File: src/hdl/qaw_pkg.sv
// constants, types and answer arithmetic shared by both watchdog ends
package qaw_pkg;
  // register indices on the frame link
  localparam logic [3:0] QAW_ADDR_CFG3   = 4'h0;
  localparam logic [3:0] QAW_ADDR_CFG4   = 4'h1;
  localparam logic [3:0] QAW_ADDR_WIN1   = 4'h2;
  localparam logic [3:0] QAW_ADDR_WIN2   = 4'h3;
  localparam logic [3:0] QAW_ADDR_QACFG  = 4'h4;
  localparam logic [3:0] QAW_ADDR_CTRL   = 4'h5;
  localparam logic [3:0] QAW_ADDR_QVAL   = 4'h6;
  localparam logic [3:0] QAW_ADDR_ANSWER = 4'h7;
  localparam logic [3:0] QAW_ADDR_STATUS = 4'h8;
  localparam logic [3:0] QAW_ADDR_FCNT   = 4'h9;
  // field positions
  localparam int QAW_CFG3_MODE_BIT  = 0;
  localparam int QAW_CFG3_RSTEN_BIT = 1;
  localparam int QAW_CTRL_DRVEN_BIT = 0;
  localparam int QAW_ST_TIMEOUT_BIT = 0;
  localparam int QAW_ST_FAIL_BIT    = 1;
  localparam int QAW_ST_WRONG_BIT   = 2;
  // reset values
  localparam logic [7:0] QAW_CFG3_RST  = 8'h02;
  localparam logic [7:0] QAW_CFG4_RST  = 8'hF5;
  localparam logic [7:0] QAW_WIN1_RST  = 8'h0F;
  localparam logic [7:0] QAW_WIN2_RST  = 8'h0F;
  localparam logic [7:0] QAW_QACFG_RST = 8'h00;
  localparam logic [7:0] QAW_CTRL_RST  = 8'h00;
  localparam logic [3:0] QAW_Q_RST     = 4'h1;
  localparam logic [3:0] QAW_FCNT_RST  = 4'h5;
  localparam logic [3:0] QAW_FCNT_MAX  = 4'hF;
  localparam logic [3:0] QAW_FCNT_MIN  = 4'h0;
  localparam logic [1:0] QAW_MULTI_CNT = 2'h3;
  localparam logic [1:0] QAW_SINGLE_CNT = 2'h1;
  // timing: one window step
  localparam int QAW_CLK_PS   = 50000;
  localparam int QAW_STEP_PS  = 550000000;
  localparam int QAW_STEP_CYC = QAW_STEP_PS / QAW_CLK_PS;

  typedef enum logic [1:0] {
    QAW_DS_DIAG,
    QAW_DS_ACTIVE,
    QAW_DS_SAFE,
    QAW_DS_OTHER
  } qaw_dev_state_e;

  // expected answer byte for a question, generation setting and answer index
  function automatic logic [7:0] qaw_answer(input logic [3:0] q, input logic [7:0] cfg,
                                            input logic [1:0] idx);
    logic [7:0] t;
    t = {q ^ cfg[7:4], ~q ^ cfg[3:0]};
    return {t[6:0], t[7]} ^ {4'h0, 2'h0, idx};
  endfunction : qaw_answer

  // next question in the sequence, never zero
  function automatic logic [3:0] qaw_next_q(input logic [3:0] q, input logic [7:0] cfg);
    logic [3:0] n;
    n = {q[2:0], q[3] ^ q[2] ^ cfg[0]};
    return (n == 4'h0) ? QAW_Q_RST : n;
  endfunction : qaw_next_q
endpackage : qaw_pkg

File: src/hdl/qaw_link_if.sv
// frame link between the supervising watchdog and the microcontroller end
`timescale 1ns/1ps
interface qaw_link_if;
  logic       wr;
  logic       rd;
  logic [3:0] addr;
  logic [7:0] wdata;
  logic [7:0] rdata;
  logic       rvalid;
  logic       safing_out;
  logic       mcu_rst_n;
  modport dev  (input wr, rd, addr, wdata, output rdata, rvalid, safing_out, mcu_rst_n);
  modport host (output wr, rd, addr, wdata, input rdata, rvalid, safing_out, mcu_rst_n);
endinterface : qaw_link_if

File: src/hdl/qaw_watchdog.sv
// question-and-answer watchdog, device end
// Notes on behaviour
// - mode 0: four answers over two windows
// - mode 1: one answer in open window
// - pending question readable in question register
// - host computes and writes answers to answer register
// - multi set good only if values, order, windows
// - single answer good only if value, open window
// - early, late, wrong or misordered answers are wrong
// - no answer: time-out flag, count up, restart
// - change of mode bit, window or answer setting counts up and restarts sequence
// - reset-enable bit resets to one
// - counter down on correct, up on wrong
// - counter moves only in diag, active, safe
// - below drive threshold: safing output high
// - safing output needs driver enable bit
// - at or above threshold: safing output low
// - host resyncs via time-out or config rewrite
// - counter saturates at 0xF and 0x0
// - counter resets to 0x05
// - reset enabled and threshold reached: reset low
// - window lasts (field+1) times one step
`timescale 1ns/1ps
module qaw_watchdog
  import qaw_pkg::*;
#(
  parameter int STEP_CYC = QAW_STEP_CYC
) (
  input  wire logic           CLK,
  input  wire logic           RST,
  qaw_link_if.dev             LINK,
  input  wire qaw_dev_state_e DEV_STATE,
  output logic [3:0]          FAIL_COUNT,
  output logic                SEQ_START
);
  localparam int SW = $clog2(STEP_CYC + 1);
  localparam logic [SW-1:0] STEP_LAST = SW'(STEP_CYC - 1);

  typedef struct packed {
    logic [7:0]    cfg3;
    logic [7:0]    cfg4;
    logic [7:0]    win1;
    logic [7:0]    win2;
    logic [7:0]    qacfg;
    logic [7:0]    ctrl;
    logic [3:0]    question;
    logic [3:0]    fcnt;
    logic [1:0]    ans_cnt;
    logic          bad;
    logic          phase2;
    logic [SW-1:0] step;
    logic [7:0]    wstep;
    logic [2:0]    status;
    logic [7:0]    rdata;
    logic          rvalid;
    logic          safing;
    logic          rst_n;
    logic          seq_start;
  } qaw_dev_s;

  qaw_dev_s st_q;
  qaw_dev_s st_d;

  // saturating counter step
  function automatic logic [3:0] sat_step(input logic [3:0] c, input logic up);
    if (up) begin
      return (c == QAW_FCNT_MAX) ? c : c + 4'h1;
    end
    return (c == QAW_FCNT_MIN) ? c : c - 4'h1;
  endfunction : sat_step

  logic       mode_single;
  logic       wr_ans;
  logic       cfg_chg;
  logic       win_end;
  logic       finish;
  logic       ans_ok;
  logic       in_win;
  logic       timeout;
  logic       counting;
  logic [7:0] limit;
  logic       inc_a;
  logic       dec_a;
  logic       inc_b;
  logic [3:0] cnt_a;
  logic [3:0] cnt_b;
  logic [2:0] sets;

  always_comb begin
    st_d        = st_q;
    sets        = 3'h0;
    mode_single = st_q.cfg3[QAW_CFG3_MODE_BIT];
    wr_ans      = LINK.wr && (LINK.addr == QAW_ADDR_ANSWER);
    counting    = (DEV_STATE != QAW_DS_OTHER);
    // window timing in steps
    limit = st_q.phase2 ? {3'h0, st_q.win2[4:0]} : st_q.win1;
    win_end = (st_q.step == STEP_LAST) && (st_q.wstep == limit);
    // writes that change the mode bit, a window length or the answer setting
    cfg_chg = LINK.wr && (
      ((LINK.addr == QAW_ADDR_CFG3) &&
       (LINK.wdata[QAW_CFG3_MODE_BIT] != st_q.cfg3[QAW_CFG3_MODE_BIT])) ||
      ((LINK.addr == QAW_ADDR_WIN1) && (LINK.wdata != st_q.win1)) ||
      ((LINK.addr == QAW_ADDR_WIN2) && (LINK.wdata[4:0] != st_q.win2[4:0])) ||
      ((LINK.addr == QAW_ADDR_QACFG) && (LINK.wdata != st_q.qacfg)));
    // judging an answer
    ans_ok = (LINK.wdata == qaw_answer(st_q.question, st_q.qacfg, st_q.ans_cnt));
    if (mode_single) begin
      in_win = st_q.phase2;
      finish = wr_ans;
    end else begin
      in_win = (st_q.ans_cnt == 2'h0) ? st_q.phase2 : !st_q.phase2;
      finish = wr_ans && (st_q.ans_cnt == 2'h0);
    end
    timeout = win_end && st_q.phase2 && !finish;
    if (wr_ans) begin
      st_d.bad = st_q.bad || !ans_ok || !in_win;
      if (!mode_single) begin
        st_d.ans_cnt = st_q.ans_cnt - 2'h1;
      end
    end
    // counter events, applied one at a time
    inc_a = (finish && (st_q.bad || !ans_ok || !in_win)) || timeout;
    dec_a = finish && !(st_q.bad || !ans_ok || !in_win);
    inc_b = cfg_chg;
    cnt_a = (inc_a || dec_a) ? sat_step(st_q.fcnt, inc_a) : st_q.fcnt;
    cnt_b = inc_b ? sat_step(cnt_a, 1'b1) : cnt_a;
    if (counting) begin
      st_d.fcnt = cnt_b;
      if (inc_a || inc_b) begin
        sets[QAW_ST_FAIL_BIT] = 1'b1;
      end
      if (timeout) begin
        sets[QAW_ST_TIMEOUT_BIT] = 1'b1;
      end
      if (finish && inc_a) begin
        sets[QAW_ST_WRONG_BIT] = 1'b1;
      end
      st_d.status = st_q.status | sets;
    end
    // window stepping
    st_d.step = (st_q.step == STEP_LAST) ? '0 : st_q.step + SW'(1);
    if (st_q.step == STEP_LAST) begin
      st_d.wstep = st_q.wstep + 8'h1;
    end
    if (win_end && !st_q.phase2) begin
      st_d.phase2 = 1'b1;
      st_d.wstep  = 8'h0;
    end
    // register writes; status bits clear on one, set wins
    st_d.rvalid = 1'b0;
    if (LINK.wr) begin
      unique case (LINK.addr)
        QAW_ADDR_CFG3:  st_d.cfg3 = LINK.wdata;
        QAW_ADDR_CFG4: begin
          st_d.cfg4 = LINK.wdata;
          if (DEV_STATE == QAW_DS_DIAG) begin
            st_d.fcnt = LINK.wdata[3:0];
          end
        end
        QAW_ADDR_WIN1:  st_d.win1 = LINK.wdata;
        QAW_ADDR_WIN2:  st_d.win2 = {3'h0, LINK.wdata[4:0]};
        QAW_ADDR_QACFG: st_d.qacfg = LINK.wdata;
        QAW_ADDR_CTRL:  st_d.ctrl = LINK.wdata;
        QAW_ADDR_STATUS: begin
          st_d.status = (st_q.status & ~LINK.wdata[2:0]) | sets;
        end
        default: ;
      endcase
    end
    // register reads, answered the next cycle
    if (LINK.rd) begin
      st_d.rvalid = 1'b1;
      unique case (LINK.addr)
        QAW_ADDR_CFG3:   st_d.rdata = st_q.cfg3;
        QAW_ADDR_CFG4:   st_d.rdata = st_q.cfg4;
        QAW_ADDR_WIN1:   st_d.rdata = st_q.win1;
        QAW_ADDR_WIN2:   st_d.rdata = st_q.win2;
        QAW_ADDR_QACFG:  st_d.rdata = st_q.qacfg;
        QAW_ADDR_CTRL:   st_d.rdata = st_q.ctrl;
        QAW_ADDR_QVAL:   st_d.rdata = {4'h0, st_q.question};
        QAW_ADDR_STATUS: st_d.rdata = {3'h0, !st_q.rst_n, !st_q.safing, st_q.status};
        QAW_ADDR_FCNT:   st_d.rdata = {4'h0, st_q.fcnt};
        default:         st_d.rdata = 8'h00;
      endcase
    end
    // new sequence run
    st_d.seq_start = finish || timeout || cfg_chg;
    if (finish || timeout || cfg_chg) begin
      st_d.question = qaw_next_q(st_q.question, st_q.qacfg);
      st_d.ans_cnt  = (cfg_chg ? LINK.wdata[QAW_CFG3_MODE_BIT] && (LINK.addr == QAW_ADDR_CFG3)
                      : mode_single) ? QAW_SINGLE_CNT : QAW_MULTI_CNT;
      if (cfg_chg && (LINK.addr != QAW_ADDR_CFG3)) begin
        st_d.ans_cnt = mode_single ? QAW_SINGLE_CNT : QAW_MULTI_CNT;
      end
      st_d.bad    = 1'b0;
      st_d.phase2 = 1'b0;
      st_d.step   = '0;
      st_d.wstep  = 8'h0;
    end
    // output pins
    st_d.safing = st_q.ctrl[QAW_CTRL_DRVEN_BIT] &&
                  (st_q.fcnt < st_q.cfg4[3:0]);
    st_d.rst_n  = !(st_q.cfg3[QAW_CFG3_RSTEN_BIT] &&
                    (st_q.fcnt >= st_q.cfg4[7:4]));
  end

  always_ff @(posedge CLK) begin
    if (RST) begin
      st_q          <= '0;
      st_q.cfg3     <= QAW_CFG3_RST;
      st_q.cfg4     <= QAW_CFG4_RST;
      st_q.win1     <= QAW_WIN1_RST;
      st_q.win2     <= QAW_WIN2_RST;
      st_q.qacfg    <= QAW_QACFG_RST;
      st_q.ctrl     <= QAW_CTRL_RST;
      st_q.question <= QAW_Q_RST;
      st_q.fcnt     <= QAW_FCNT_RST;
      st_q.ans_cnt  <= QAW_MULTI_CNT;
      st_q.rst_n    <= 1'b1;
    end else begin
      st_q <= st_d;
    end
  end

  assign LINK.rdata      = st_q.rdata;
  assign LINK.rvalid     = st_q.rvalid;
  assign LINK.safing_out = st_q.safing;
  assign LINK.mcu_rst_n  = st_q.rst_n;
  assign FAIL_COUNT      = st_q.fcnt;
  assign SEQ_START       = st_q.seq_start;
endmodule : qaw_watchdog

File: src/flat_wrapper.sv
// flat-port wrapper written by rule: the top's interface ports become plain ports
module qaw_watchdog_flat import qaw_pkg::*;
#(
  parameter int STEP_CYC = QAW_STEP_CYC
)
  (CLK, RST, DEV_STATE, FAIL_COUNT, SEQ_START, LINK_wr, LINK_rd, LINK_addr, LINK_wdata, LINK_rdata, LINK_rvalid, LINK_safing_out, LINK_mcu_rst_n);
  qaw_link_if LINK_i ();
  input  wire logic CLK;
  input  wire logic RST;
  input  wire qaw_dev_state_e DEV_STATE;
  output logic [3:0] FAIL_COUNT;
  output logic SEQ_START;
  input wire logic [$bits(LINK_i.wr)-1:0] LINK_wr;
  input wire logic [$bits(LINK_i.rd)-1:0] LINK_rd;
  input wire logic [$bits(LINK_i.addr)-1:0] LINK_addr;
  input wire logic [$bits(LINK_i.wdata)-1:0] LINK_wdata;
  output wire logic [$bits(LINK_i.rdata)-1:0] LINK_rdata;
  output wire logic [$bits(LINK_i.rvalid)-1:0] LINK_rvalid;
  output wire logic [$bits(LINK_i.safing_out)-1:0] LINK_safing_out;
  output wire logic [$bits(LINK_i.mcu_rst_n)-1:0] LINK_mcu_rst_n;
  assign LINK_i.wr = LINK_wr;
  assign LINK_i.rd = LINK_rd;
  assign LINK_i.addr = LINK_addr;
  assign LINK_i.wdata = LINK_wdata;
  assign LINK_rdata = LINK_i.rdata;
  assign LINK_rvalid = LINK_i.rvalid;
  assign LINK_safing_out = LINK_i.safing_out;
  assign LINK_mcu_rst_n = LINK_i.mcu_rst_n;
  qaw_watchdog #(.STEP_CYC(STEP_CYC)) u_core (.CLK(CLK), .RST(RST), .LINK(LINK_i), .DEV_STATE(DEV_STATE), .FAIL_COUNT(FAIL_COUNT), .SEQ_START(SEQ_START));
endmodule
File: config.mk
export PLATFORM = sky130hd
export DESIGN_NAME = qaw_watchdog_flat
export DESIGN_NICKNAME = d
export VERILOG_FILES = /design/src/hdl/qaw_pkg.sv /design/src/hdl/qaw_link_if.sv /design/src/hdl/qaw_watchdog.sv /design/src/flat_wrapper.sv
export SDC_FILE = /design/constraint.sdc
export NUM_CORES = 1
export LEC_CHECK = 0
export ABC_AREA = 1
export ABC_CLOCK_PERIOD_IN_PS = 3200
export BUFFER_PORTS_ARGS = -buffer_cell sky130_fd_sc_hd__buf_2
export CORE_MARGIN = 5
export CORE_UTILIZATION = 46
export DETAILED_ROUTE_END_ITERATION = 7
export PLACE_DENSITY = 0.71
export SETUP_SLACK_MARGIN = 0.3
export SYNTH_ARGS = -nofsm -noshare
export SYNTH_HDL_FRONTEND = slang
export SYNTH_SLANG_ARGS = --single-unit
export TNS_END_PERCENT = 10
File: constraint.sdc
create_clock -name CLK -period 3.2 [get_ports CLK]
set_input_delay 0.16 -clock CLK [delete_from_list [all_inputs] [get_ports CLK]]
set_output_delay 0.16 -clock CLK [all_outputs]
set_load 0.01 [all_outputs]
Yosys cells after proc, flatten, opt, wreduce, memory -nomap -nowiden
Index checks and enable logic that the tools add are counted.

storage, ports and cells
  input bits = 18
  register bits after elaboration = 94

operators by class
  eq/ne operators = 20
  muxes and demuxes = 40
  add/subtract/negate cells = 6
  reductions and logical operators = 53
  order comparisons = 2
  bitwise operators = 10

operators by type and width
  cell                   number
  $pmux 8 s9             1
  $mux 4                 12
  $mux 26                1
  $mux 8                 3
  $logic_and 1x1->1      18
  $eq 4x3->1 const B     4
  $eq 4x4->1 const B     4
  $eq 8x8->1             2
  $ne 8x8->1             2
  $mux 3                 5
  $add 14x1->14 const B  1
  $eq 14x14->1 const B   1
  $mux 14                1
  $reduce_and 2->1       7
  $mux 1                 13
  $logic_not 4->1        3
  $logic_or 1x1->1       10
  $add 4x1->4 const B    2
  $add 8x1->8 const B    1
  $eq 4x2->1 const B     2
  $logic_not 1->1        8
  $mux 2                 4
  $xor 4x4->4            2
  $xor 8x2->8            1
  18 further kinds       23

Logic depth before layout (Yosys ltp)
  depth in word-level cells = 19
  gate-level depth with buffers = 23

Worst setup path before layout
Ideal clock, no wire load.

  kind = reg2reg
  start = reg u_core.st_q[39] in the netlist's numbering
  end = reg u_core.st_q, in the netlist u_core.FAIL_COUNT[2]
  clock period less this slack = 2.379 ns
  slack = 0.821 ns
  cell stages (with the launch flop) = 20
  buffers on the path = 0
  arrival time = 2.259 ns
  path through = dfxtp_1 -> inv_1 -> ha_1 -> nor2_2 -> o21bai_1 -> nor2_1 -> nand3_1 -> o21ai_2 -> nand2_2 -> nand2_1 -> nand3_1 -> nand2_2 -> inv_1 -> ha_1 -> inv_1 -> nor2_1 -> o21ai_0 -> nor2_1 -> a21oi_1 -> o21ai_1

between the ends
  word-level cells in the longest chain between the ends = 17

RTL lines
  what                                                 line                                                           text
  start, declared                                      qaw_watchdog.sv:61                                             qaw_dev_s st_q;
  start signal, assigned                               qaw_watchdog.sv:221                                            st_q <= st_d;
  $xor 8x2->8 or $logic_not 2->1 (tied branches)       qaw_pkg.sv:51, qaw_watchdog.sv:111, qaw_watchdog.sv:112
  $eq 8x8->1 or $mux 1 (tied branches)                 qaw_watchdog.sv:106, qaw_watchdog.sv:111
  $logic_not 1->1 or $mux 1 (tied branches)            qaw_watchdog.sv:122, qaw_watchdog.sv:123, qaw_watchdog.sv:107
  $logic_or 1x1->1 or $logic_not 1->1 (tied branches)  qaw_watchdog.sv:122, qaw_watchdog.sv:123
  $logic_or 1x1->1                                     qaw_watchdog.sv:122, qaw_watchdog.sv:123
  $logic_and 1x1->1                                    qaw_watchdog.sv:122                                            inc_a = (finish && (st_q.bad || !ans_ok || !in_win)) || timeout;
  $logic_or 1x1->1                                     qaw_watchdog.sv:122
  $mux 1                                               qaw_watchdog.sv:66                                             if (up) begin
  $mux 4                                               qaw_watchdog.sv:69                                             return (c == QAW_FCNT_MIN) ? c : c - 4'h1;
  $mux 4 *                                             qaw_watchdog.sv:125                                            cnt_a = (inc_a || dec_a) ? sat_step(st_q.fcnt, inc_a) : st_q.fcnt;
  $add 4x1->4 or $eq 4x4->1 (tied branches)            qaw_watchdog.sv:67                                             return (c == QAW_FCNT_MAX) ? c : c + 4'h1;
  $mux 4                                               qaw_watchdog.sv:67
  $mux 4 *                                             qaw_watchdog.sv:126                                            cnt_b = inc_b ? sat_step(cnt_a, 1'b1) : cnt_a;
  $mux 4 *                                             qaw_watchdog.sv:127                                            if (counting) begin
  $mux 4                                               qaw_watchdog.sv:156                                            if (DEV_STATE == QAW_DS_DIAG) begin
  $mux 4                                               qaw_watchdog.sv:152                                            unique case (LINK.addr)
  $mux 4 *                                             qaw_watchdog.sv:151                                            if (LINK.wr) begin

Every way passes the cells marked *; elsewhere a longest branch is shown, timed or not.
A chain may end at the register's enable or synchronous reset.

Final worst setup path
  start = reg u_core.st_q[40] in the netlist's numbering
  end = reg u_core.st_q, in the netlist u_core.FAIL_COUNT[2]

Same word-level chain as after synthesis.

==> key figures <==
Global routing
  • Gr usage total: approximately a quarter
  • Vias in the first global route: roughly 5300
  • Largest net degree at the start of global routing: 37
  • Gr ovfl total: 0
  • First-pass GRT wire length: 27000 um
  • Antenna violations before repair: 0

Setup path
  • R2R Setup Slk: between 500 and 600 ps
  • Worst Setup End Kind: register
  • RR Endpoint: u_core.FAIL_COUNT[2]
  • Worst setup startpoint: u_core.st_q[40]
  • Worst endpoint required time: around 3400 ps
  • Setup Crit Path Kind: reg2reg
  • Critical Path Fanout Max: 5
  • CP Cell Sequence: inv_1 > ha_1 > nor2_2 > o21bai_1 > nor2_1 > nand3_1 > o21ai_2 > nand2_2 > nand2_1 > nand3_1 > nand2_2 > inv_1 > ha_1 > inv_1 > nor2_1 > o21ai_0 > nor2_1 > a21oi_1 > o21ai_1
  • Reg2reg path depth: 19
  • Crit path largest cell delay: 380 ps
  • RR Startpoint: u_core.st_q[40]
  • Worst setup SP type: register
  • Critical-path top delay cell: dfxtp_1
  • Capture point of the critical path: u_core.FAIL_COUNT[2]
  • WP data arrival: slightly below 3000 ps

Clock network
  • Clk slew on worst S/H paths: approximately 70 ps
  • Post-CTS Hold Fix Bufs: 0
  • CTS resizes: 0
  • Maximum clock path buffer count: 2
  • TritonCTS clock tree: done
  • CTS root buf: clkbuf_16
  • Post-CTS Setup Bufs: 0
  • Total number of H-tree levels: 3
  • TritonCTS Sinks: 94
  • CTS buffer count: 9
  • Worst-Skew Late Latency: 350 ps

Floorplan
  • Die area: approximately 0.015 mm^2
  • # rows: 40
  • Core ar.: ~0.012 mm^2
  • I/O pin cnt: 34
  • Overall die height: 121 um
  • Starting density of the core: a little under half
  • Die Wd: 121 um

Detailed routing
  • DR DRC count: 0
  • Vias per cell: ~5.5
  • Routed length per instance: 16.0 um
  • Post-route ant nets: 0
  • Vias post-DR: roughly 5600
  • DRT Pass-1 Iters: 5
  • 1st-iter DRT viols: 613
  • Post-Route WL: between 15000 and 20000 um

Placed design
  • Port-buffer cells: 33
  • DP HPWL: roughly 12000 um
  • Gpl congestion: a little over 1

Timing
  • Final count of pins violating max slew: 0
  • Setup TNS: 0 ps
  • Final period util: 83.1%
  • Final hold vios: 0
  • Maximum clock frequency: ~380 MHz
  • Final setup vio count: 0
  • Period minus WS final: approximately 2700 ps
  • Hold slack: between 100 and 150 ps
  • RSZ-0062 raised after global routing: false
  • Slew margin rel.: around two fifths
  • Clock skew: approximately 7.0 ps
  • Slew @ Worst Pin: just under 900 ps

Layout
  • Share of post-route cells with drive strength above 1: a little over an eighth
  • N_diodes: 0
  • Nets: 906
  • Most frequent cells in the layout: 225 x nand2_1, 94 x dfxtp_1, 92 x inv_1, 71 x nor2_1, 64 x a21oi_1
  • Most common cell after layout, fill and taps aside: nand2_1
  • Core Util, Final: between 50% and 60%
  • Area delta synth->final: 9.26%

Logic synthesis
  • Mapped cell area: 0.00565 mm^2
  • Async S/R FF share, synth: 0%
  • Cells after synthesis: roughly 850
  • Yosys reg bits: 94
  • YS warnings: 0
  • Post-synth top flop: dfxtp_1
  • Net Count, Synth: about 880
  • Post-synth EDFFs: 0
  • Synth cell types: 45
  • Mean Syn Cell Area: roughly 6.6 um^2
  • Seq/Total Area, Yosys: roughly 33%

Power and ir drop
  • Leakage: approximately 2.6 nW
  • Worst vdd ir: 0.232 mV
  • Tot Pwr: ~2.6 mW
  • Pwr dens: ~410 mW/mm^2

Min path
  • Min-Delay Path Class: in2reg

Job
  • MaxCap Viol Count: 0

Outcome
  • Run status: finished clean
[synth_stat cells (2+ instances only)]
library cell	number	area, um^2
a21oi_1	64	320
buf_2	8	40.0
buf_4	13	97.6
clkbuf_1	10	37.5
clkinv_1	2	7.51
dfxtp_1	94	1880
ha_1	13	163
inv_1	92	345
inv_2	14	52.6
nand2_1	225	845
nand2_2	9	56.3
nand3_1	53	265
nand3_2	7	70.1
nand3b_1	3	22.5
nand4_1	13	81.3
nand4_2	3	37.5
nor2_1	71	267
nor2_2	12	75.1
nor2_4	2	22.5
nor3_1	13	65.1
nor3b_1	7	52.6
o211ai_1	9	67.6
o21a_1	3	22.5
o21ai_0	51	255
o21ai_2	2	17.5
o221ai_1	13	114
o22ai_1	12	75.1
o41ai_1	2	17.5
or2_2	2	12.5
xnor2_1	4	35.0
xor2_1	12	105
[cell type report]
type	count	area (um^2)
Inverter	108	405
Fill cell	1225	5840
Multi-Input combinational cell	618	3180
Sequential cell	94	1880
Timing Repair Buffer	44	248
Tap cell	147	184
Clock inverter	6	52.6
Clock buffer	9	225
[sequential cells by signal, summed over array words and instances (netlist names)]
| signal | cells |
|---|---|
| u_core.SEQ_START | 1 |
| u_core.LINK.rdata | 8 |
| u_core.st_q | 77 |
| u_core.LINK.safing_out | 1 |
| u_core.mode_single | 1 |
| u_core.LINK.mcu_rst_n | 1 |
| u_core.LINK.rvalid | 1 |
| u_core.FAIL_COUNT | 4 |
[kinds of logic (layout without fill, tap and decap cells)]
logic type	count (synthesis)	after routing	share of synthesized area (%)
AO/OA/AOI/OAI	165	165	17.0
XOR/XNOR	16	16	2.48
adder cells (fa/ha/maj)	13	13	2.88
buffers and inverters	140	167	10.5
flip-flops	94	94	33.3
AND/OR/NAND/NOR	424	424	33.8
[where the power goes]
| group | switching [mW] | internal (mW) | total [mW] |
|---|---|---|---|
| Combinational | 0.208 | 0.0936 | 0.302 |
| Clock | 0.495 | 0.538 | 1.03 |
| Sequential | 0.0226 | 1.20 | 1.22 |
[per-layer routing]
metal	up-vias	wire, um	global-route usage, %	part of all wire [%]
met5	-	0	0	0
met4	0	352	9.35	2.1
met3	30	1190	4.16	7.3
met2	208	7390	36.2	45
met1	2558	7450	31.9	45
li1	2843	-	-	-
[how the worst min path moves through the flow]
stage | start | to | slack, ps | cells past startpoint
final | LINK_wdata[7] | u_core.st_q[88] | 120 | 3
after detailed placement | u_core.st_q[23] | u_core.st_q[23] | 450 | 1
after global placement | u_core.st_q[23] | u_core.st_q[23] | 430 | 1
after global routing | LINK_wdata[7] | u_core.st_q[88] | 130 | 3
after floorplan | LINK_wdata[5] | u_core.st_q[86] | 290 | 2
after CTS | LINK_wdata[7] | u_core.st_q[88] | 110 | 3
[stage by stage]
| stage | instances | setup WS [ps] | instance area [um^2] |
|---|---|---|---|
| 3_5_place_dp | 1011 | 569 | 5900 |
| 6_report | 1026 | 540 | 6170 |
| 4_1_cts | 1026 | 563 | 6170 |
| 5_1_grt | 1026 | 318 | 6170 |
| 2_1_floorplan | 852 | 821 | 5650 |
| 3_3_place_gp | 1011 | 650 | 5900 |
[worst max-delay path, delay by kind of cell (launching register included)]
kind                     cells  cell delay (ps)
buffers and inverters        3              220
AND/OR/NAND/NOR              9              870
AO/OA/AOI/OAI                5              650
adder cells (fa/ha/maj)      2              420
flip-flops                   1              380
No activity file was read; power rests on OpenSTA's default activity.
